<file path="src/common/flash_pin_consts.vh">
// constants for the serial flash pin interface and its page buffer
`ifndef FLASH_PIN_CONSTS_VH
`define FLASH_PIN_CONSTS_VH

// ------------------------------------------------------------------
// command opcodes (eight bits, sent first after select)
// ------------------------------------------------------------------
`define OP_BUF_WRITE    8'h84
`define OP_BUF_READ     8'hD4
`define OP_BUF_PROGRAM  8'h83
`define OP_PAGE_ERASE   8'h81
`define OP_STATUS_READ  8'hD7
`define OP_PROT_ENABLE  8'h3D
`define OP_PROT_DISABLE 8'h3E
`define OP_PROT_WRITE   8'h3F
`define OP_SECTOR_LOCK  8'h30
`define OP_PAGE_BINARY  8'hA6

// ------------------------------------------------------------------
// sizes and field positions
// ------------------------------------------------------------------
`define PAGE_SIZE_DEF   9'h108
`define PAGE_SIZE_BIN   9'h100
`define PAGE_COUNT      11'h400
`define BUF_DEPTH       264
`define BUF_AW          9
`define ADDR_LAST_BYTE  2'h2
`define BIT_LAST        3'h7
`define BIT_FIRST       3'h7
`define SECT_HI         9
`define SECT_LO         7
`define ST_READY_BIT    7
`define ST_WP_BIT       6
`define ST_PROT_BIT     5
`define ST_REFUSE_BIT   4
`define ST_PAGE_BIT     0

// ------------------------------------------------------------------
// timing: clock rate, self-timed cycle lengths, power-on hold
// ------------------------------------------------------------------
`define CLK_FREQ_MHZ    25
`define PROG_TIME_US    100
`define ERASE_TIME_US   150
`define PROG_CYCLES     (`PROG_TIME_US * `CLK_FREQ_MHZ)
`define ERASE_CYCLES    (`ERASE_TIME_US * `CLK_FREQ_MHZ)
`define POR_CYCLES      5'h10

`endif

</file>
<file path="src/verilog/page_buffer_ram.v">
// single page buffer memory with registered read data
`timescale 1ns/100ps
module page_buffer_ram (
    input  wire       clk,      // system clock
    input  wire       we,       // write strobe
    input  wire [8:0] waddr,    // write byte address
    input  wire [7:0] wdata,    // write byte
    input  wire [8:0] raddr,    // read byte address
    output reg  [7:0] rdata     // registered read byte
);
`include "flash_pin_consts.vh"

    // ------------------------------------------------------------------
    // storage
    // ------------------------------------------------------------------
    reg [7:0] mem [0:`BUF_DEPTH-1];   // buffer bytes

    // writes beyond the largest page are dropped rather than aliased
    always @(posedge clk) begin
        if (we && (waddr < `BUF_DEPTH)) begin
            mem[waddr] <= wdata;
        end
    end

    // read data always comes out of a register
    always @(posedge clk) begin
        if (raddr < `BUF_DEPTH) begin
            rdata <= mem[raddr];
        end else begin
            rdata <= 8'h00;
        end
    end

endmodule // page_buffer_ram

</file>
<file path="src/verilog/serial_flash_pin_interface.v">
// serial flash pin interface: framing, shifting, protection, reset
//
// Functional notes
// RULE_01: deselected means standby, output released
// RULE_02: input line ignored while deselected
// RULE_03: host frames each operation with select
// RULE_04: select rise during cycle keeps device active
// RULE_05: input bits sampled on clock rise
// RULE_06: output bit changes on clock fall
// RULE_07: write-protect low shields marked sectors
// RULE_08: protection mask frozen while write-protect low
// RULE_09: program/erase under write-protect is discarded
// RULE_10: protect enable and lockdown still accepted
// RULE_11: write-protect defaults high when floating (the code only presets the synchroniser high during reset)
// RULE_12: reset pin low aborts and holds idle
// RULE_13: internal power-on reset, no pin sequence
// RULE_14: clock modes 0 and 3 both work
// RULE_15: page size 256 or 264, default 264
// RULE_16: main array holds 1024 pages
// RULE_17: program and erase are self-timed
// RULE_18: all fields shifted msb first
// RULE_19: host sends opcode then address bytes
// RULE_20: select fall clears bit and byte counters
`timescale 1ns/100ps
module serial_flash_pin_interface (
    input  wire clk,        // system clock, 25 MHz
    input  wire reset,      // synchronous reset, active high
    input  wire cs_n,       // chip select pin, active low
    input  wire sck,        // serial clock pin
    input  wire si,         // serial data in pin
    input  wire wp_n,       // write protect pin, active low
    input  wire hw_reset_n, // hardware reset pin, active low
    output reg  so,         // serial data out
    output reg  so_oe,      // output enable for serial data out
    output reg  standby,    // high while idle and deselected
    output reg  busy        // high during a self-timed cycle
);
`include "flash_pin_consts.vh"

    // ------------------------------------------------------------------
    // states and local constants
    // ------------------------------------------------------------------
    localparam [2:0] ST_OPC    = 3'h0;  // waiting for opcode
    localparam [2:0] ST_ADDR   = 3'h1;  // taking address bytes
    localparam [2:0] ST_DATA   = 3'h2;  // taking data bytes
    localparam [2:0] ST_DUMMY  = 3'h3;  // one dummy byte before output
    localparam [2:0] ST_OUT    = 3'h4;  // shifting data out
    localparam [2:0] ST_IGNORE = 3'h5;  // discard until deselect
    localparam [1:0] PEND_NONE = 2'h0;  // nothing to start
    localparam [1:0] PEND_PROG = 2'h1;  // program on deselect
    localparam [1:0] PEND_ERAS = 2'h2;  // erase on deselect
    localparam integer PROG_FULL  = `PROG_CYCLES;   // program length, full width
    localparam integer ERASE_FULL = `ERASE_CYCLES;  // erase length, full width
    localparam [11:0] PROG_CNT  = PROG_FULL[11:0];
    localparam [11:0] ERASE_CNT = ERASE_FULL[11:0];

    // ------------------------------------------------------------------
    // pin synchronisers
    // ------------------------------------------------------------------
    reg        cs_n_meta, cs_n_sync;   // select
    reg        sck_meta,  sck_sync;    // serial clock
    reg        si_meta,   si_sync;     // serial input
    reg        wp_n_meta, wp_n_sync;   // write protect
    reg        rst_meta,  rst_sync;    // reset pin, high = run
    reg        cs_n_dly_reg;           // previous select for edges
    reg        sck_dly_reg;            // previous clock for edges

    // every pin is asynchronous to clk, so two stages before use
    always @(posedge clk) begin
        if (reset) begin
            cs_n_meta <= 1'b1;
            cs_n_sync <= 1'b1;
            sck_meta  <= 1'b0;
            sck_sync  <= 1'b0;
            si_meta   <= 1'b0;
            si_sync   <= 1'b0;
            // RULE_11: protect reads high only while in reset; after that the pin is sampled as it is driven
            wp_n_meta <= 1'b1;
            wp_n_sync <= 1'b1;
            rst_meta  <= 1'b1;
            rst_sync  <= 1'b1;
            cs_n_dly_reg <= 1'b1;
            sck_dly_reg  <= 1'b0;
        end else begin
            cs_n_meta <= cs_n;
            cs_n_sync <= cs_n_meta;
            sck_meta  <= sck;
            sck_sync  <= sck_meta;
            si_meta   <= si;
            si_sync   <= si_meta;
            wp_n_meta <= wp_n;
            wp_n_sync <= wp_n_meta;
            rst_meta  <= hw_reset_n;
            rst_sync  <= rst_meta;
            cs_n_dly_reg <= cs_n_sync;
            sck_dly_reg  <= sck_sync;
        end
    end

    // ------------------------------------------------------------------
    // edge detection
    // ------------------------------------------------------------------
    // RULE_14: edges only count while selected, so idle level is free
    wire sck_rise = sck_sync & ~sck_dly_reg & ~cs_n_sync;
    wire sck_fall = ~sck_sync & sck_dly_reg & ~cs_n_sync;
    wire cs_fall  = ~cs_n_sync & cs_n_dly_reg;
    wire cs_rise  = cs_n_sync & ~cs_n_dly_reg;

    // ------------------------------------------------------------------
    // internal power-on reset
    // ------------------------------------------------------------------
    reg  [4:0] por_cnt_reg;   // hold counter after system reset

    // RULE_13: the device holds itself idle for a while on its own
    always @(posedge clk) begin
        if (reset) begin
            por_cnt_reg <= 5'h00;
        end else if (por_cnt_reg != `POR_CYCLES) begin
            por_cnt_reg <= por_cnt_reg + 5'h01;
        end
    end

    // RULE_12: pin reset joins the internal reset for as long as it lasts
    wire dev_rst = reset | ~rst_sync | (por_cnt_reg != `POR_CYCLES);

    // ------------------------------------------------------------------
    // state registers
    // ------------------------------------------------------------------
    reg  [2:0]  state_reg;       // frame state
    reg  [2:0]  bit_cnt_reg;     // bit within byte
    reg  [1:0]  byte_cnt_reg;    // address byte count
    reg  [6:0]  shift_reg;       // bits taken so far
    reg  [7:0]  opcode_reg;      // current opcode
    reg  [15:0] addr_reg;        // first address bytes
    reg  [8:0]  buf_ptr_reg;     // buffer byte pointer
    reg  [9:0]  page_reg;        // target page for program/erase
    reg  [1:0]  pend_reg;        // cycle to start on deselect
    reg  [11:0] busy_cnt_reg;    // self-timed cycle count
    reg         page_bin_reg;    // 1 = 256-byte pages
    reg         prot_en_reg;     // software protection on
    reg  [7:0]  prot_mask_reg;   // sector protection marks
    reg  [7:0]  lock_reg;        // permanently locked sectors
    reg         refused_reg;     // last program/erase or mask write refused
    reg  [2:0]  out_bit_reg;     // output bit index
    reg         out_status_reg;  // output source is status
    reg         ram_we_reg;      // buffer write strobe
    reg  [7:0]  ram_wd_reg;      // buffer write byte
    reg  [8:0]  ram_wa_reg;      // buffer write address
    wire [7:0]  ram_rdata;       // buffer read byte

    // ------------------------------------------------------------------
    // decode helpers
    // ------------------------------------------------------------------
    // RULE_18: msb arrives first, newest bit lands at the bottom
    wire [7:0]  byte_in   = {shift_reg, si_sync};
    wire [23:0] addr_full = {addr_reg, byte_in};
    // RULE_15: page size follows the configuration bit
    wire [8:0]  page_size = page_bin_reg ? `PAGE_SIZE_BIN : `PAGE_SIZE_DEF;
    wire [8:0]  addr_byte = page_bin_reg ? {1'b0, addr_full[7:0]}
                                         : addr_full[8:0];
    // RULE_16: ten page bits address 1024 pages either way
    wire [9:0]  addr_page = page_bin_reg ? addr_full[17:8] : addr_full[18:9];
    wire [8:0]  ptr_plus  = buf_ptr_reg + 9'h001;
    // the buffer wraps at the current page size
    wire [8:0]  ptr_next  = (ptr_plus == page_size) ? 9'h000 : ptr_plus;
    wire [2:0]  sect      = page_reg[`SECT_HI:`SECT_LO];
    // RULE_07: protect pin low forces the mask active
    wire        sect_blk  = lock_reg[sect] |
                            ((prot_en_reg | ~wp_n_sync) & prot_mask_reg[sect]);
    wire [2:0]  addr_sect = addr_page[`SECT_HI:`SECT_LO];
    wire        is_pe     = (byte_in == `OP_BUF_PROGRAM) |
                            (byte_in == `OP_PAGE_ERASE);
    // a cycle starting on this deselect must not flash standby for one clock
    wire        cycle_go  = cs_rise & (pend_reg != PEND_NONE) & ~sect_blk;

    // status byte, read repeatedly while clocked
    wire [7:0] status;
    assign status[`ST_READY_BIT]  = ~busy;
    assign status[`ST_WP_BIT]     = wp_n_sync;
    assign status[`ST_PROT_BIT]   = prot_en_reg;
    assign status[`ST_REFUSE_BIT] = refused_reg;
    assign status[3:1]            = 3'h0;
    assign status[`ST_PAGE_BIT]   = page_bin_reg;
    wire [7:0] out_byte = out_status_reg ? status : ram_rdata;

    // ------------------------------------------------------------------
    // page buffer
    // ------------------------------------------------------------------
    page_buffer_ram u_buf (
        .clk   (clk),
        .we    (ram_we_reg),
        .waddr (ram_wa_reg),
        .wdata (ram_wd_reg),
        .raddr (buf_ptr_reg),
        .rdata (ram_rdata)
    );

    // ------------------------------------------------------------------
    // main frame engine
    // ------------------------------------------------------------------
    always @(posedge clk) begin
        if (dev_rst) begin
            // RULE_12: everything returns to idle, cycles abort
            state_reg      <= ST_OPC;
            bit_cnt_reg    <= 3'h0;
            byte_cnt_reg   <= 2'h0;
            shift_reg      <= 7'h00;
            opcode_reg     <= 8'h00;
            addr_reg       <= 16'h0000;
            buf_ptr_reg    <= 9'h000;
            page_reg       <= 10'h000;
            pend_reg       <= PEND_NONE;
            busy_cnt_reg   <= 12'h000;
            busy           <= 1'b0;
            refused_reg    <= 1'b0;
            out_bit_reg    <= `BIT_FIRST;
            out_status_reg <= 1'b0;
            ram_we_reg     <= 1'b0;
            ram_wd_reg     <= 8'h00;
            ram_wa_reg     <= 9'h000;
            so             <= 1'b0;
            so_oe          <= 1'b0;
            standby        <= 1'b1;
            if (reset) begin
                // configuration survives a pin reset, not a system reset
                page_bin_reg  <= 1'b0;
                prot_en_reg   <= 1'b0;
                prot_mask_reg <= 8'h00;
                lock_reg      <= 8'h00;
            end
        end else begin
            ram_we_reg <= 1'b0;
            // RULE_04: deselect alone never ends a running cycle
            standby    <= cs_n_sync & ~busy & ~cycle_go;
            // RULE_17: cycle counts down on clk with no serial clock
            if (busy) begin
                if (busy_cnt_reg == 12'h001) begin
                    busy <= 1'b0;
                end
                busy_cnt_reg <= busy_cnt_reg - 12'h001;
            end
            // deselect completes a program or erase command
            if (cs_rise && (pend_reg != PEND_NONE)) begin
                if (sect_blk) begin
                    refused_reg <= 1'b1;
                end else begin
                    busy         <= 1'b1;
                    busy_cnt_reg <= (pend_reg == PEND_PROG) ? PROG_CNT : ERASE_CNT;
                end
                pend_reg <= PEND_NONE;
            end
            if (cs_n_sync) begin
                // RULE_01: output released while deselected
                // RULE_02: nothing is captured from the input line
                state_reg   <= ST_OPC;
                bit_cnt_reg <= 3'h0;
                so_oe       <= 1'b0;
                so          <= 1'b0;
            end else if (cs_fall) begin
                // RULE_20: new frame starts at bit seven of an opcode
                state_reg    <= ST_OPC;
                bit_cnt_reg  <= 3'h0;
                byte_cnt_reg <= 2'h0;
                pend_reg     <= PEND_NONE;
            end else if (sck_rise) begin
                // RULE_05: one input bit per rising edge
                shift_reg   <= byte_in[6:0];
                bit_cnt_reg <= bit_cnt_reg + 3'h1;
                if (bit_cnt_reg == `BIT_LAST) begin
                    case (state_reg)
                    // RULE_19: first byte of a frame is the opcode
                    ST_OPC: begin
                        opcode_reg   <= byte_in;
                        byte_cnt_reg <= 2'h0;
                        state_reg    <= ST_IGNORE;
                        if (byte_in == `OP_STATUS_READ) begin
                            state_reg      <= ST_OUT;
                            out_status_reg <= 1'b1;
                            out_bit_reg    <= `BIT_FIRST;
                            so_oe          <= 1'b1;
                        end else if (busy) begin
                            // only status is served during a cycle
                            state_reg <= ST_IGNORE;
                        end else if (is_pe && !wp_n_sync) begin
                            // RULE_09: discarded, idle again on deselect
                            refused_reg <= 1'b1;
                        end else if (byte_in == `OP_PROT_ENABLE) begin
                            // RULE_10: accepted regardless of protect pin
                            prot_en_reg <= 1'b1;
                        end else if (byte_in == `OP_PROT_DISABLE) begin
                            prot_en_reg <= 1'b0;
                        end else if (byte_in == `OP_PAGE_BINARY) begin
                            page_bin_reg <= 1'b1;
                        end else if (byte_in == `OP_PROT_WRITE) begin
                            state_reg <= ST_DATA;
                        end else if (is_pe ||
                                     (byte_in == `OP_BUF_WRITE) ||
                                     (byte_in == `OP_BUF_READ) ||
                                     (byte_in == `OP_SECTOR_LOCK)) begin
                            if (is_pe) begin
                                refused_reg <= 1'b0;
                            end
                            state_reg <= ST_ADDR;
                        end
                    end
                    ST_ADDR: begin
                        addr_reg     <= addr_full[15:0];
                        byte_cnt_reg <= byte_cnt_reg + 2'h1;
                        if (byte_cnt_reg == `ADDR_LAST_BYTE) begin
                            buf_ptr_reg <= addr_byte;
                            page_reg    <= addr_page;
                            state_reg   <= ST_IGNORE;
                            if (opcode_reg == `OP_BUF_WRITE) begin
                                state_reg <= ST_DATA;
                            end else if (opcode_reg == `OP_BUF_READ) begin
                                state_reg <= ST_DUMMY;
                            end else if (opcode_reg == `OP_BUF_PROGRAM) begin
                                pend_reg <= PEND_PROG;
                            end else if (opcode_reg == `OP_PAGE_ERASE) begin
                                pend_reg <= PEND_ERAS;
                            end else begin
                                // RULE_10: lockdown works with protect low
                                lock_reg[addr_sect] <= 1'b1;
                            end
                        end
                    end
                    ST_DATA: begin
                        if (opcode_reg == `OP_PROT_WRITE) begin
                            // RULE_08: mask is frozen while protect is low
                            if (wp_n_sync) begin
                                prot_mask_reg <= byte_in;
                            end else begin
                                refused_reg <= 1'b1;
                            end
                            state_reg <= ST_IGNORE;
                        end else begin
                            ram_we_reg  <= 1'b1;
                            ram_wa_reg  <= buf_ptr_reg;
                            ram_wd_reg  <= byte_in;
                            buf_ptr_reg <= ptr_next;
                        end
                    end
                    ST_DUMMY: begin
                        // buffer read data settles long before the next fall
                        state_reg      <= ST_OUT;
                        out_status_reg <= 1'b0;
                        out_bit_reg    <= `BIT_FIRST;
                        so_oe          <= 1'b1;
                    end
                    default: begin
                        // output and ignore phases take no input bytes
                        state_reg <= state_reg;
                    end
                    endcase
                end
            end else if (sck_fall && (state_reg == ST_OUT)) begin
                // RULE_06: next output bit on the falling edge, msb first
                so          <= out_byte[out_bit_reg];
                out_bit_reg <= out_bit_reg - 3'h1;
                if ((out_bit_reg == 3'h0) && !out_status_reg) begin
                    buf_ptr_reg <= ptr_next;
                end
            end
        end
    end

endmodule // serial_flash_pin_interface

</file>
<file path="config.mk">
export PLATFORM = sky130hd
export DESIGN_NAME = serial_flash_pin_interface
export DESIGN_NICKNAME = d
export VERILOG_FILES = /design/src/verilog/page_buffer_ram.v /design/src/verilog/serial_flash_pin_interface.v
export VERILOG_INCLUDE_DIRS = /design/src /design/src/common
export SDC_FILE = /design/constraint.sdc
export NUM_CORES = 2
export LEC_CHECK = 0
export ABC_AREA = 1
export BUFFER_PORTS_ARGS = -buffer_cell sky130_fd_sc_hd__buf_2
export CAP_MARGIN = 20
export CORE_ASPECT_RATIO = 0.5
export CORE_MARGIN = 2
export CORE_UTILIZATION = 38
export CTS_BUF_LIST = sky130_fd_sc_hd__clkbuf_4 sky130_fd_sc_hd__clkbuf_8
export DETAILED_ROUTE_END_ITERATION = 12
export HOLD_SLACK_MARGIN = 0.15
export SLEW_MARGIN = 15
export SYNTH_ARGS = -nofsm -noshare
export SYNTH_HDL_FRONTEND = slang
export SYNTH_SLANG_ARGS = --single-unit
</file>
<file path="constraint.sdc">
create_clock -name clk -period 5.6 [get_ports clk]
set_clock_uncertainty 0.1 [all_clocks]
set_input_delay 1.12 -clock clk [delete_from_list [all_inputs] [get_ports clk]]
set_output_delay 1.12 -clock clk [all_outputs]
set_load 0.02 [all_outputs]
</file>
==> results.json <==
{
  "synth-simple-area-share_pct": 18.1,
  "reg2reg_depth": 14,
  "final_nets": 8664,
  "post-cts-setup-buffers": 0,
  "drtIter0Drc": 8051,
  "syn_area_um2": 93700,
  "final_antenna_net_count": 0,
  "seqCellArea_um2": 66200,
  "slew_headroom_pct": 21.0,
  "critPathKind": "flip-flop to flip-flop",
  "multiInputGateArea_um2": 23100,
  "syn_inst": 8662,
  "use_met3_pct": 3.23,
  "antenna_found_initial": 8,
  "synth_common_cells": "2130 x edfxtp_1, 2101 x nand2_1, 1507 x nor2_1",
  "die_h_um": 355,
  "ys_ff_latch": 2238,
  "synth_edf_count": 2130,
  "seq_area_frac_synth_pct": 70.6,
  "design.portCount": 11,
  "crit_end": "u_buf.rdata[1]",
  "htree_num_levels": 5,
  "die-width_um": 706,
  "grt_util_all_layers_pct": 20.5,
  "synth_top_cell_by_area": "edfxtp_1",
  "start_util_pct": 38.3,
  "rsz0062_at_grt": "false",
  "min_path_type": "input pin to flip-flop",
  "gr-total-overflow": 0,
  "largest_register_ffs": 2112,
  "violations": "DRC",
  "async_flop_share_pct": 0,
  "clk_pin_slew_ps": 70,
  "synth_flop_cell": "edfxtp_1",
  "port_buffers": 10,
  "synth.avg_cell_area_um2": 10.8,
  "fin_tns_setup_ps": 0,
  "clk_latency_ps": 960,
  "status": "finished, violations left",
  "finalHoldViolCount": 0,
  "wl_per_cell_um": 21.8,
  "synth_top_family_by_area": "simple AND/OR/NAND/NOR gates",
  "max_cap_viol_count": 0,
  "rows": 128,
  "gr-usage-met2_pct": 31.7,
  "crit_arrival_ps": 4660,
  "wl_um": 265000,
  "synth_compound_area_share_pct": 6.22,
  "max_slew.worst_pin.slew_ps": 1180,
  "busiest_layer": "met2",
  "finalCritPeriodShare_pct": 70.1,
  "synth.distinct_cells": 45,
  "route.detailed.drc": 2,
  "grt_max_degree": 162,
  "cp-end-kind": "flip-flop",
  "synth_area_leaders": "edfxtp_1 68%, nand2_1 8.4%, nor2_1 6.0%, o21ai_0 3.7%, nand3_1 3.2%",
  "timing.rr.end": "u_buf.rdata[1]",
  "drt_pass1_iterations": 10,
  "synth-xor-area-share_pct": 0.131,
  "gp_congestion": 0.871,
  "fin_ws_ps": 1680,
  "drive_above_1_share_pct": 7.97,
  "setup_violations": 0,
  "cts_buffer_depth": 4,
  "hold_buffers": 0,
  "synth_top_area_share_pct": 68.3,
  "r2r-start": "buf_ptr_reg[0]",
  "synth_fp_nets": 8679,
  "vias": 64074,
  "grt_first_pass_wirelength_um": 393000,
  "power_per_cell_area_nw_per_um2": 304,
  "grt_pass1_vias": 60841,
  "fill_cells": 23030,
  "cts_resized": 0,
  "ir_drop_uv": 191,
  "cts_buffers": 341,
  "area_growth_pct": 10.4,
  "worstPathRequired_ps": 6330,
  "fmax_mhz": 255,
  "drv_slew": 0,
  "cp-start-kind": "flip-flop",
  "synthMuxAreaShare_pct": 0,
  "cp_max_fo": 143,
  "fin_crit_ps": 3920,
  "cts_sinks": 2238,
  "synth_warnings": 0,
  "pre_cts_slack_ps": 1830,
  "met1_usage_pct": 29.9,
  "cts_tree": "done",
  "detailed_place_hpwl_um": 148000,
  "viasPerCell": 5.27,
  "cellLeakagePower_nw": 37.9,
  "startpoint": "buf_ptr_reg[0]",
  "core-area_um2": 244000,
  "rrSetupSlack_ps": 1680,
  "synth_fa_ha_area_share_pct": 0.134,
  "clockRootBuffer": "clkbuf_8",
  "dieArea_um2": 251000,
  "synth.most_common_cell": "edfxtp_1"
}
[area by class of cell]
cell class | instances | area share [%]
antenna | 5 | 0.0121
inverter | 559 | 2.06
clock inverter | 150 | 0.883
tap | 3250 | 3.93
timing repair buffer | 139 | 1.40
sequential | 2238 | 64.0
multi-input combinational | 5368 | 22.3
clock buffer | 455 | 5.44
[layer usage]
metal,share of wire (%),wire (µm)
met3,8.6,22700
met2,45,119000
met1,44,116000
met4,2.8,7490
met5,0.026,69
[critical path, cell delays in order, from the launching register on]
cell and delay [ps]:
dfxtp_4 890, inv_16 360, buf_4 380, o21ai_0 200
nand2_1 90, nand2_1 70, nand2_1 70, clkinv_1 50
nand2_1 110, a21oi_1 560, a21oi_1 180, nor2_1 380
nand2_1 90, nand2_1 70, nand2_1 60
[through the flow]
step	hold slack [ps]	total power [mW]	utilization, %	area, µm²	std cells
2_1_floorplan	288	18.4	-	93700	8662
3_3_place_gp	294	18.4	39.6	96900	11550
3_5_place_dp	295	18.4	39.6	96900	11552
4_1_cts	185	31.6	42.3	103000	12157
5_1_grt	223	32.3	42.3	103000	12160
6_report	264	31.4	42.3	103000	12164
[cells by family after synthesis]
| logic type | count (synthesis) |
|---|---|
| adders and majority gates | 10 |
| xor gates and xnor gates | 14 |
| buffers and inverters | 1056 |
| AOI/OAI and AO/OA | 1071 |
| and+or+nand+nor | 4273 |
| DFF | 2238 |
[placed cells by master (no fill, tap or decap), types with 96 or more instances in the layout]
master | synthesis | layout
edfxtp_1 | 2130 | 2130
nand2_1 | 2101 | 2085
nor2_1 | 1507 | 1504
o21ai_0 | 685 | 685
nand3_1 | 591 | 591
inv_1 | 545 | 543
clkbuf_8 | 0 | 353
a21oi_1 | 141 | 141
o211ai_1 | 108 | 108
clkinv_1 | 5 | 103
clkbuf_4 | 0 | 102
dfxtp_1 | 108 | 96
[power by group]
part | internal, mW | switching [mW] | total (mW)
Combinational | 0.0110 | 0.0216 | 0.0326
Sequential | 18.0 | 0.00622 | 18.0
Clock | 6.95 | 6.41 | 13.4
Total | 25.0 | 6.44 | 31.4
[worst min path at each step]
| stage | startpoint | end | slack [ps] | cells past startpoint |
|---|---|---|---|---|
| after floorplan | sck_meta | sck_sync | 290 | 2 |
| after global placement | cs_n_meta | cs_n_sync | 290 | 1 |
| after detailed placement | si_meta | si_sync | 290 | 2 |
| after CTS | hw_reset_n | rst_meta | 180 | 2 |
| after global routing | wp_n | wp_n_meta | 220 | 2 |
| final | hw_reset_n | rst_meta | 260 | 2 |
Power figures use the tool's default switching activity.
